<file path="src/design/vlm_consts.svh">
// Offsets, field positions and reset values of the VME register block.
`ifndef VLM_CONSTS_SVH
`define VLM_CONSTS_SVH

// Byte offsets in processor I/O space.
`define VLM_OFS_CTRL 16'h1000
`define VLM_OFS_STATUS 16'h1001
`define VLM_OFS_BASE_HI 16'h1002
`define VLM_OFS_BASE_LO 16'h1003
`define VLM_OFS_SEM_ONE 16'h1004
`define VLM_OFS_SEM_TWO 16'h1005
`define VLM_OFS_SLOT 16'h1006

// Control register bits: set in the upper nibble, clear in the lower.
`define VLM_CTL_SET_SOFT_1 7
`define VLM_CTL_SET_SOFT_0 6
`define VLM_CTL_SET_HIT_1 5
`define VLM_CTL_SET_HIT_0 4
`define VLM_CTL_CLR_SOFT_1 3
`define VLM_CTL_CLR_SOFT_0 2
`define VLM_CTL_CLR_HIT_1 1
`define VLM_CTL_CLR_HIT_0 0

// Monitor enable bit within the lower base register.
`define VLM_LO_ENABLE 3
// Semaphore lock bit.
`define VLM_SEM_LOCK 7
// Monitor hit offsets within the 16-byte window.
`define VLM_HIT_OFS_1 4'h3
`define VLM_HIT_OFS_0 4'h1

// Reset values and fill.
`define VLM_RST_BYTE 8'h00
`define VLM_RST_NIBBLE 4'h0
`define VLM_READ_FILL 2'h0

`endif

</file>
<file path="src/design/vlm_pkg.sv">
// Types shared by the VME location monitor and semaphore block.
package vlm_pkg;

  // One byte-wide I/O request from the processor or the bridge image.
  typedef struct packed {
    logic rd;
    logic wr;
    logic [15:0] addr;
    logic [7:0] wdata;
  } vlm_io_req_s;

  // One VMEbus address cycle seen by the location monitor.
  typedef struct packed {
    logic strobe;
    logic [15:0] addr;
  } vlm_vme_probe_s;

  // The four flags in their status-register order.
  typedef struct packed {
    logic soft_signal_flag_1;
    logic soft_signal_flag_0;
    logic monitor_hit_flag_1;
    logic monitor_hit_flag_0;
  } vlm_flags_s;

endpackage : vlm_pkg

</file>
<file path="src/design/vlm_regs.sv">
// VME signal flags, location monitor, semaphores and slot address.
//
// Summary of operation
// - Status byte: enables high, read-only flags low.
// - Signal 1 flag and enable drive interrupt 1.
// - Signal 0 flag and enable drive interrupt 0.
// - Monitor 1 flag and enable drive interrupt 1.
// - Monitor 0 flag and enable drive interrupt 0.
// - Signal flags set only by control writes, cleared by them or reset.
// - Offset 3 hit or set bit sets monitor 1.
// - Offset 1 hit or set bit sets monitor 0.
// - Monitor flags clear only by reset or clear.
// - Upper base register holds address bits 15:8.
// - Lower base register holds address bits 7:4.
// - Monitor hits only while its enable bit set.
// - Locked semaphore refuses writes with bit 7 set.
// - Two independent semaphores, both reset to zero.
// - Read-only slot register shows six backplane pins.
// - All registers also reachable through bridge image.
// - Control write sets or clears each flag.
`timescale 1ns/1ps
`include "vlm_consts.svh"

module vlm_regs (
  input wire logic clk, // 10 MHz system clock.
  input wire logic reset, // Synchronous reset, active high.
  input wire vlm_pkg::vlm_io_req_s io_req, // Register read/write request.
  output logic [7:0] io_rdata, // Read data, held until next read.
  output logic io_rvalid, // One-cycle pulse marking io_rdata.
  input wire vlm_pkg::vlm_vme_probe_s vme_probe, // VMEbus access seen.
  input wire logic [5:0] slot_addr_n, // Slot parity and address, low.
  output logic irq_flag1, // Flag interrupt 1, active high.
  output logic irq_flag0 // Flag interrupt 0, active high.
);

  ////////////////////////////////////////////////////////////////////////
  // Helper functions.

  // Semaphore update: a set lock bit refuses a value that also locks.
  function automatic logic [7:0] sem_update(
    input logic [7:0] cur,
    input logic [7:0] wval
  );
    if (cur[`VLM_SEM_LOCK] && wval[`VLM_SEM_LOCK]) begin
      sem_update = cur;
    end else begin
      sem_update = wval;
    end
  endfunction : sem_update

  // Next value of a flag: clear beats a software set, a hit beats both.
  function automatic logic flag_next(
    input logic cur,
    input logic set_bit,
    input logic clr_bit,
    input logic hit
  );
    flag_next = ((cur | set_bit) & ~clr_bit) | hit;
  endfunction : flag_next

  // Location monitor match at one offset of the 16-byte window.
  function automatic logic mon_match(
    input logic [15:0] addr,
    input logic [11:0] base,
    input logic [3:0] ofs
  );
    mon_match = (addr[15:4] == base) && (addr[3:0] == ofs);
  endfunction : mon_match

  ////////////////////////////////////////////////////////////////////////
  // Storage.

  logic [3:0] irq_enable; // Signal 1, signal 0, monitor 1, monitor 0.
  vlm_pkg::vlm_flags_s flags;
  logic [7:0] monitor_base_high_bits;
  logic [3:0] monitor_base_low_bits;
  logic monitor_enable;
  logic [7:0] semaphore_value_one;
  logic [7:0] semaphore_value_two;
  logic [5:0] slot_sample;

  ////////////////////////////////////////////////////////////////////////
  // Address decode of the register port. Local and bridged accesses
  // arrive on the same port, so one decode serves both.

  wire wr_ctrl = io_req.wr && (io_req.addr == `VLM_OFS_CTRL);
  wire wr_status = io_req.wr && (io_req.addr == `VLM_OFS_STATUS);
  wire wr_base_hi = io_req.wr && (io_req.addr == `VLM_OFS_BASE_HI);
  wire wr_base_lo = io_req.wr && (io_req.addr == `VLM_OFS_BASE_LO);
  wire wr_sem_one = io_req.wr && (io_req.addr == `VLM_OFS_SEM_ONE);
  wire wr_sem_two = io_req.wr && (io_req.addr == `VLM_OFS_SEM_TWO);

  // Control strobes; a zero bit or a write elsewhere leaves flags alone.
  wire [7:0] ctl = wr_ctrl ? io_req.wdata : `VLM_RST_BYTE;
  wire set_soft_signal_1 = ctl[`VLM_CTL_SET_SOFT_1];
  wire set_soft_signal_0 = ctl[`VLM_CTL_SET_SOFT_0];
  wire set_monitor_hit_1 = ctl[`VLM_CTL_SET_HIT_1];
  wire set_monitor_hit_0 = ctl[`VLM_CTL_SET_HIT_0];
  wire clear_soft_signal_1 = ctl[`VLM_CTL_CLR_SOFT_1];
  wire clear_soft_signal_0 = ctl[`VLM_CTL_CLR_SOFT_0];
  wire clear_monitor_hit_1 = ctl[`VLM_CTL_CLR_HIT_1];
  wire clear_monitor_hit_0 = ctl[`VLM_CTL_CLR_HIT_0];

  ////////////////////////////////////////////////////////////////////////
  // Location monitor. The base compare uses the live registers, so a
  // hit in the same cycle as a base write matches the old base.

  wire [11:0] mon_base = {monitor_base_high_bits, monitor_base_low_bits};
  wire mon_live = vme_probe.strobe && monitor_enable;
  wire hit_1 = mon_live &&
    mon_match(vme_probe.addr, mon_base, `VLM_HIT_OFS_1);
  wire hit_0 = mon_live &&
    mon_match(vme_probe.addr, mon_base, `VLM_HIT_OFS_0);

  // Flag next values; signal flags take no monitor input at all.
  vlm_pkg::vlm_flags_s next_flags;
  assign next_flags.soft_signal_flag_1 = flag_next(
    flags.soft_signal_flag_1, set_soft_signal_1, clear_soft_signal_1,
    1'b0);
  assign next_flags.soft_signal_flag_0 = flag_next(
    flags.soft_signal_flag_0, set_soft_signal_0, clear_soft_signal_0,
    1'b0);
  assign next_flags.monitor_hit_flag_1 = flag_next(
    flags.monitor_hit_flag_1, set_monitor_hit_1, clear_monitor_hit_1,
    hit_1);
  assign next_flags.monitor_hit_flag_0 = flag_next(
    flags.monitor_hit_flag_0, set_monitor_hit_0, clear_monitor_hit_0,
    hit_0);

  // Interrupt terms, one per output.
  wire next_irq1 = (irq_enable[3] && flags.soft_signal_flag_1) ||
    (irq_enable[1] && flags.monitor_hit_flag_1);
  wire next_irq0 = (irq_enable[2] && flags.soft_signal_flag_0) ||
    (irq_enable[0] && flags.monitor_hit_flag_0);

  ////////////////////////////////////////////////////////////////////////
  // Read mux. Reserved bits and the write-only control byte read zero.

  wire [7:0] status_byte = {irq_enable, flags};
  wire [7:0] base_lo_byte = {monitor_base_low_bits, monitor_enable,
    3'h0};
  logic [7:0] next_rdata;
  always_comb begin
    case (io_req.addr)
      `VLM_OFS_STATUS: next_rdata = status_byte;
      `VLM_OFS_BASE_HI: next_rdata = monitor_base_high_bits;
      `VLM_OFS_BASE_LO: next_rdata = base_lo_byte;
      `VLM_OFS_SEM_ONE: next_rdata = semaphore_value_one;
      `VLM_OFS_SEM_TWO: next_rdata = semaphore_value_two;
      `VLM_OFS_SLOT: next_rdata = {`VLM_READ_FILL, slot_sample};
      default: next_rdata = `VLM_RST_BYTE;
    endcase
  end

  ////////////////////////////////////////////////////////////////////////
  // Flags and enables.

  // The flags cleared by reset; the hit term outranks a same-cycle clear.
  always_ff @(posedge clk) begin
    if (reset) begin
      flags <= '0;
      irq_enable <= `VLM_RST_NIBBLE;
    end else begin
      flags <= next_flags;
      if (wr_status) begin
        irq_enable <= io_req.wdata[7:4];
      end
    end
  end

  // Interrupt outputs are registered, so they trail the flags by one.
  always_ff @(posedge clk) begin
    if (reset) begin
      irq_flag1 <= 1'b0;
      irq_flag0 <= 1'b0;
    end else begin
      irq_flag1 <= next_irq1;
      irq_flag0 <= next_irq0;
    end
  end

  ////////////////////////////////////////////////////////////////////////
  // Monitor base registers.

  always_ff @(posedge clk) begin
    if (reset) begin
      monitor_base_high_bits <= `VLM_RST_BYTE;
      monitor_base_low_bits <= `VLM_RST_NIBBLE;
      monitor_enable <= 1'b0;
    end else begin
      if (wr_base_hi) begin
        monitor_base_high_bits <= io_req.wdata;
      end
      if (wr_base_lo) begin
        monitor_base_low_bits <= io_req.wdata[7:4];
        monitor_enable <= io_req.wdata[`VLM_LO_ENABLE];
      end
    end
  end

  ////////////////////////////////////////////////////////////////////////
  // Semaphores. The test and the set happen in one write cycle, so two
  // masters cannot both see the lock clear and both take it.

  always_ff @(posedge clk) begin
    if (reset) begin
      semaphore_value_one <= `VLM_RST_BYTE;
      semaphore_value_two <= `VLM_RST_BYTE;
    end else begin
      if (wr_sem_one) begin
        semaphore_value_one <=
          sem_update(semaphore_value_one, io_req.wdata);
      end
      if (wr_sem_two) begin
        semaphore_value_two <=
          sem_update(semaphore_value_two, io_req.wdata);
      end
    end
  end

  ////////////////////////////////////////////////////////////////////////
  // Slot pins are sampled every cycle and have no reset value.

  always_ff @(posedge clk) begin
    slot_sample <= slot_addr_n;
  end

  ////////////////////////////////////////////////////////////////////////
  // Read port: data is registered and stands until the next read.

  always_ff @(posedge clk) begin
    if (reset) begin
      io_rdata <= `VLM_RST_BYTE;
      io_rvalid <= 1'b0;
    end else begin
      io_rvalid <= io_req.rd;
      if (io_req.rd) begin
        io_rdata <= next_rdata;
      end
    end
  end
endmodule : vlm_regs

</file>
<file path="config.mk">
export PLATFORM = sky130hd
export DESIGN_NAME = vlm_regs
export DESIGN_NICKNAME = d
export VERILOG_FILES = /design/src/design/vlm_pkg.sv /design/src/design/vlm_regs.sv
export VERILOG_INCLUDE_DIRS = /design/src /design/src/design
export SDC_FILE = /design/constraint.sdc
export NUM_CORES = 1
export LEC_CHECK = 0
export ABC_AREA = 0
export BUFFER_PORTS_ARGS = -buffer_cell sky130_fd_sc_hd__buf_4
export CAP_MARGIN = 0
export CORE_MARGIN = 5
export CORE_UTILIZATION = 56
export CTS_BUF_LIST = sky130_fd_sc_hd__clkbuf_4
export CTS_CLUSTER_DIAMETER = 60
export CTS_CLUSTER_SIZE = 14
export DETAILED_ROUTE_END_ITERATION = 12
export PLACE_DENSITY = 0.83
export SETUP_SLACK_MARGIN = 0.5
export SYNTH_ARGS = -nofsm -noshare
export SYNTH_HDL_FRONTEND = slang
export SYNTH_SLANG_ARGS = --single-unit
</file>
<file path="constraint.sdc">
create_clock -name clk -period 2 [get_ports clk]
set_input_delay 0.3 -clock clk [delete_from_list [all_inputs] [get_ports clk]]
set_output_delay 0.3 -clock clk [all_outputs]
set_load 0.005 [all_outputs]
</file>
# --- Word level (Yosys, flattened, before mapping) ---
# Index checks and enable logic that the tools add are counted.
word_totals:
  wordCells: 64
  inputBits: 51
  regBits: 54
classes:
  n_eq_ne: 10
  n_bitwise: 16
  reduce_logical: 21
  mux: 2
op_table:
  columns: ["operator", "count"]
  rows:
  - ["== test 16 x 13 -> 1 bit (second input constant)", 7]
  - ["one-hot mux 8 bit (6 select lines)", 1]
  - ["logical AND 1 bit", 17]
  - ["== test 12 bit", 1]
  - ["two-way mux 8 bit", 1]
  - ["inverter 1 bit", 6]
  - ["OR 1 bit", 6]
  - ["AND 1 bit", 4]
  - ["== test 4 x 1 -> 1 bit (second input constant)", 1]
  - ["== test 4 x 2 -> 1 bit (second input constant)", 1]
  - ["AND reduction 2 bit", 2]
  - ["logical OR 1 bit", 2]

# --- Logic depth before layout (Yosys ltp) ---
depth:
  ltp_word: 6
  mapped_depth: 7
  depth_no_buf: 4

# --- Worst setup path before layout ---
# OpenSTA, ideal clock, no wires.
synth_path:
  kind: "input-to-reg"
  from: "input io_req[13] in the netlist's numbering"
  to: "register semaphore_value_two[2]"
  arrival_ns: 1.319
  setup_ns: 0.132
  path_stages: 5
  required_time_ns: 1.868
  n_path_buf: 1
  path_slack_ns: 0.548
  path_cell_list: "nor4_4 nand4_1 clkbuf_1 o21ai_0 a21oi_1"
synth_between:
  elab_chain_len: 3
synth_rtl:
  columns: ["item", "line_no", "text"]
  rows:
  - ["start, declared", "vlm_regs.sv:27", "input wire vlm_pkg::vlm_io_req_s io_req,"]
  - ["== test 16 x 13 -> 1 bit", null, null]
  - ["logical AND 1 bit", "vlm_regs.sv:91", "wire wr_sem_two = io_req.wr && (io_req.addr == `VLM_OFS_SEM_TWO);"]
  - ["AND reduction 2 bit (no source line)", null, null]
  - ["end signal, assigned", "vlm_regs.sv:208", "semaphore_value_two <= `VLM_RST_BYTE;"]
  - ["end signal, assigned", "vlm_regs.sv:215", "semaphore_value_two <="]
  - ["end, declared", "vlm_regs.sv:79", "logic [7:0] semaphore_value_two;"]
# No other way between the ends.
# A chain may end at the register's enable or synchronous reset.

# --- Worst setup path in the final report ---
layout_path:
  from: "input io_req[13] in the netlist's numbering"
  to: "register irq_enable[2]"
layout_between:
  elab_chain_len: 2
layout_rtl:
  columns: ["item", "line_no", "text"]
  rows:
  - ["== test 16 x 13 -> 1 bit", null, null]
  - ["logical AND 1 bit", "vlm_regs.sv:87", "wire wr_status = io_req.wr && (io_req.addr == `VLM_OFS_STATUS);"]
  - ["end signal, assigned", "vlm_regs.sv:162", "irq_enable <= `VLM_RST_NIBBLE;"]
  - ["end signal, assigned", "vlm_regs.sv:166", "irq_enable <= io_req.wdata[7:4];"]
  - ["end, declared", "vlm_regs.sv:73", "logic [3:0] irq_enable;"]
# No other way between the ends.

==> impl_metrics.csv <==
group,metric,value,unit
outcome,status,"finished, final reports clean",
worst_setup_path,path_max_fanout,11,
floorplan,die_w,78.91,µm
global_route,grt_overflow,0,
clocking,clk_pin_slew,0.15,ns
logic_synthesis,ys_seq_elements,54,
clocking,cts_htree_levels,2,
logic_synthesis,syn_area,2659,µm²
timing,tightest_slew,0.5611,ns
worst_setup_path,endpoint_kind,"register",
logic_synthesis,seq_area_frac_synth,0.4066,
worst_setup_path,critical_path_arrival,1.70,ns
logic_synthesis,ys_async_sr_fraction,0,
routing,wl,7707,µm
logic_synthesis,synthFlopType,"dfxtp_1",
worst_setup_path,critPathKind,"input port to register",
timing,rsz0062_at_grt,"no",
logic_synthesis,yosys-top-cells-area,"dfxtp_1 (41%), nand3_1 (7.0%), a21oi_1 (6.6%), o21ai_0 (6.4%), xor2_1 (4.0%)",
timing,fin_crit,1.365,ns
power,ir_drop,0.4943,mV
cells_and_area,drive_above_1_share,0.2809,
cells_and_area,antennaDiodeCount,0,
timing,hold_viol,0,
cells_and_area,fillers,389,
timing,tns,0,ns
timing,finClkSkew,0.01356,ns
logic_synthesis,synth_area_leader_cell,"dfxtp_1",
timing,max_freq,0.7328,GHz
clocking,post_cts_buffers,0,
global_route,grt_max_degree,46,
cells_and_area,nNetsFinal,407,
cells_and_area,multi_input_area,1405,µm²
logic_synthesis,syn_inst,297,
clocking,clockBufferDepth,2,
clocking,numCtsBuffers,5,
floorplan,start_util,0.5705,
routing,ant_nets,0,
routing,dr.first_iter.drc_count,362,
power,power_density,569.6,nW/µm²
cells_and_area,syn_to_final_growth,20.33,%
power,power_leakage,1.211,nW
logic_synthesis,yosysUniqueCellTypes,45,
floorplan,fp-row-count,25,
clocking,cts-root-buf,"clkbuf_4",
global_route,grt_pass1_vias,2515,
power,p_total,1.822,mW
global_route,antenna_found_initial,0,
floorplan,die_h,78.91,µm
placed_design,detailed_place_hpwl,5649,µm
logic_synthesis,synth_nets,348,
floorplan,ios,62,
logic_synthesis,yosysTopAreaCellShare,0.4066,
routing,drt_first_pass_iters,7,
timing,slew_violations,0,
placed_design,portBuffers,61,
timing,slew_headroom,0.6259,
floorplan,core,4661,µm²
timing,period_share,0.6823,
worst_setup_path,required,2.33,ns
timing,finalSetupViolations,0,
routing,drc,0,
floorplan,dieArea,6226,µm²
placed_design,routabilityCongestion,0.8774,
logic_synthesis,synth-edff-count,0,
routing,num_vias,2660,
clocking,cts.sinks,54,
worst_hold_path,min-delay-path-class,"input port to register",
routing,wl_per_cell,18.80,µm
global_route,grt.total_usage,0.2545,
logic_synthesis,avgSynthCellArea,8.952,µm²
global_route,grt_pass1_wl,12500,µm
clocking,cts_tree,"done",
logic_synthesis,yosys_warnings,0,
clocking,clkLatencyLatePin,0.39,ns
worst_setup_path,startpoint_type,"input port",
routing,via_per_inst,6.488,
job,drv_cap,0,
cells_and_area,ff_latch_area,1081,µm²
-- cells in the mapped netlist, drive strengths merged (2+ instances only) --
cell and count:
o21ai 34, inv 4, clkbuf 12, a221o 4, a31oi 2, buf 11, and4 3, nand4 5
a211oi 3, and3 3, mux2i 3, nand3 37, a32oi 3, nor2 10, nor4b 3, o2bb2ai 3
o32ai 2, nor3 2, o31ai 4, a22o 3, a22oi 8, a41oi 3, a21oi 35, nor2b 4
nor4 5, a311oi 2, xor2 12, dfxtp 54, nand2 8, mux2 8
-- layout make-up --
class                      count  share of cell area
sequential                    54              0.3379
clock buffer                   7             0.01643
multi-input combinational    215              0.4392
tap                           54             0.02112
inverter                       4            0.004693
timing repair buffer          76              0.1807
-- critical path: stages --
cell     delay [ns]
buf_4          0.12
nor4_4         0.36
and4_2         0.44
buf_4          0.22
nand3_1        0.09
a21oi_1        0.16
-- worst paths after layout --
check	slack, ns	endpoint	depth (start not counted)	from
hold reg to reg	0.47	io_rdata[6]$_SDFFE_PP0P_	2	io_rdata[6]$_SDFFE_PP0P_
setup reg to reg	0.66	flags[1]$_SDFF_PP0_	4	monitor_base_low_bits[3]$_SDFFE_PP0P_
setup / recovery	0.64	irq_enable[2]$_SDFFE_PP0P_	6	io_req[13]
hold / removal	0.003	slot_sample[2]$_DFF_P_	1	slot_addr_n[2]
-- sequential cells by signal, indices dropped and copies added, names as in the netlist --
signal / count
slot_sample: 6
irq_flag1: 1
monitor_base_high_bits: 8
monitor_enable: 1
io_rdata: 8
irq_flag0: 1
semaphore_value_two: 8
flags: 4
semaphore_value_one: 8
monitor_base_low_bits: 4
io_rvalid: 1
irq_enable: 4
-- layer usage --
layer	track usage	part of all wire	vias to the layer above	wire length, µm
met3	0.06009	0.11	23	860
met2	0.3735	0.44	162	3395
met1	0.3461	0.41	1233	3163
met4	0.1340	0.037	0	289
met5	0	0	-	0
li1	-	-	1242	-
-- kinds of logic after synthesis --
logic type | share of synthesized area
xor+xnor | 0.03953
buf+inv | 0.06776
mux | 0.04518
flops | 0.4066
simple gates | 0.1944
compound gates | 0.2466
-- layout by cell type, fill, tap and decap left out, types with 5 or more instances in the layout --
master and n:
nor2_1 10, a22oi_1 8, nand3_1 37, a21oi_1 35, xor2_1 12, buf_4 73
nand2_1 8, dfxtp_1 54, o21ai_0 34, clkbuf_4 7, mux2_2 8, nand4_1 5
-- power breakdown --
part	switching, mW	internal (mW)
clock	0.337	0.161
combinational	0.122	0.113
sequential	0.00362	1.09
total	0.462	1.36
-- stage by stage --
stage / hold slack (ns) / area (µm²) / worst slack [ns] / std cells / utilization
floorplan: 0.3277 / 2659 / 0.5484 / 297 / -
global placement: 0.4050 / 3109 / 0.2397 / 400 / 0.6671
detailed placement: 0.4064 / 3109 / 0.1954 / 400 / 0.6671
CTS: 0.008433 / 3162 / 0.5466 / 407 / 0.6784
global route: 0.0007808 / 3199 / 0.5247 / 410 / 0.6864
finish: 0.003336 / 3199 / 0.6353 / 410 / 0.6864
-- repair_timing --
item	CTS	global route
hold buffers	0	3
setup endpoints to repair	0	10
resized for setup	0	2
endpoints found under the hold margin	0	3
Power figures use the tool's default switching activity.
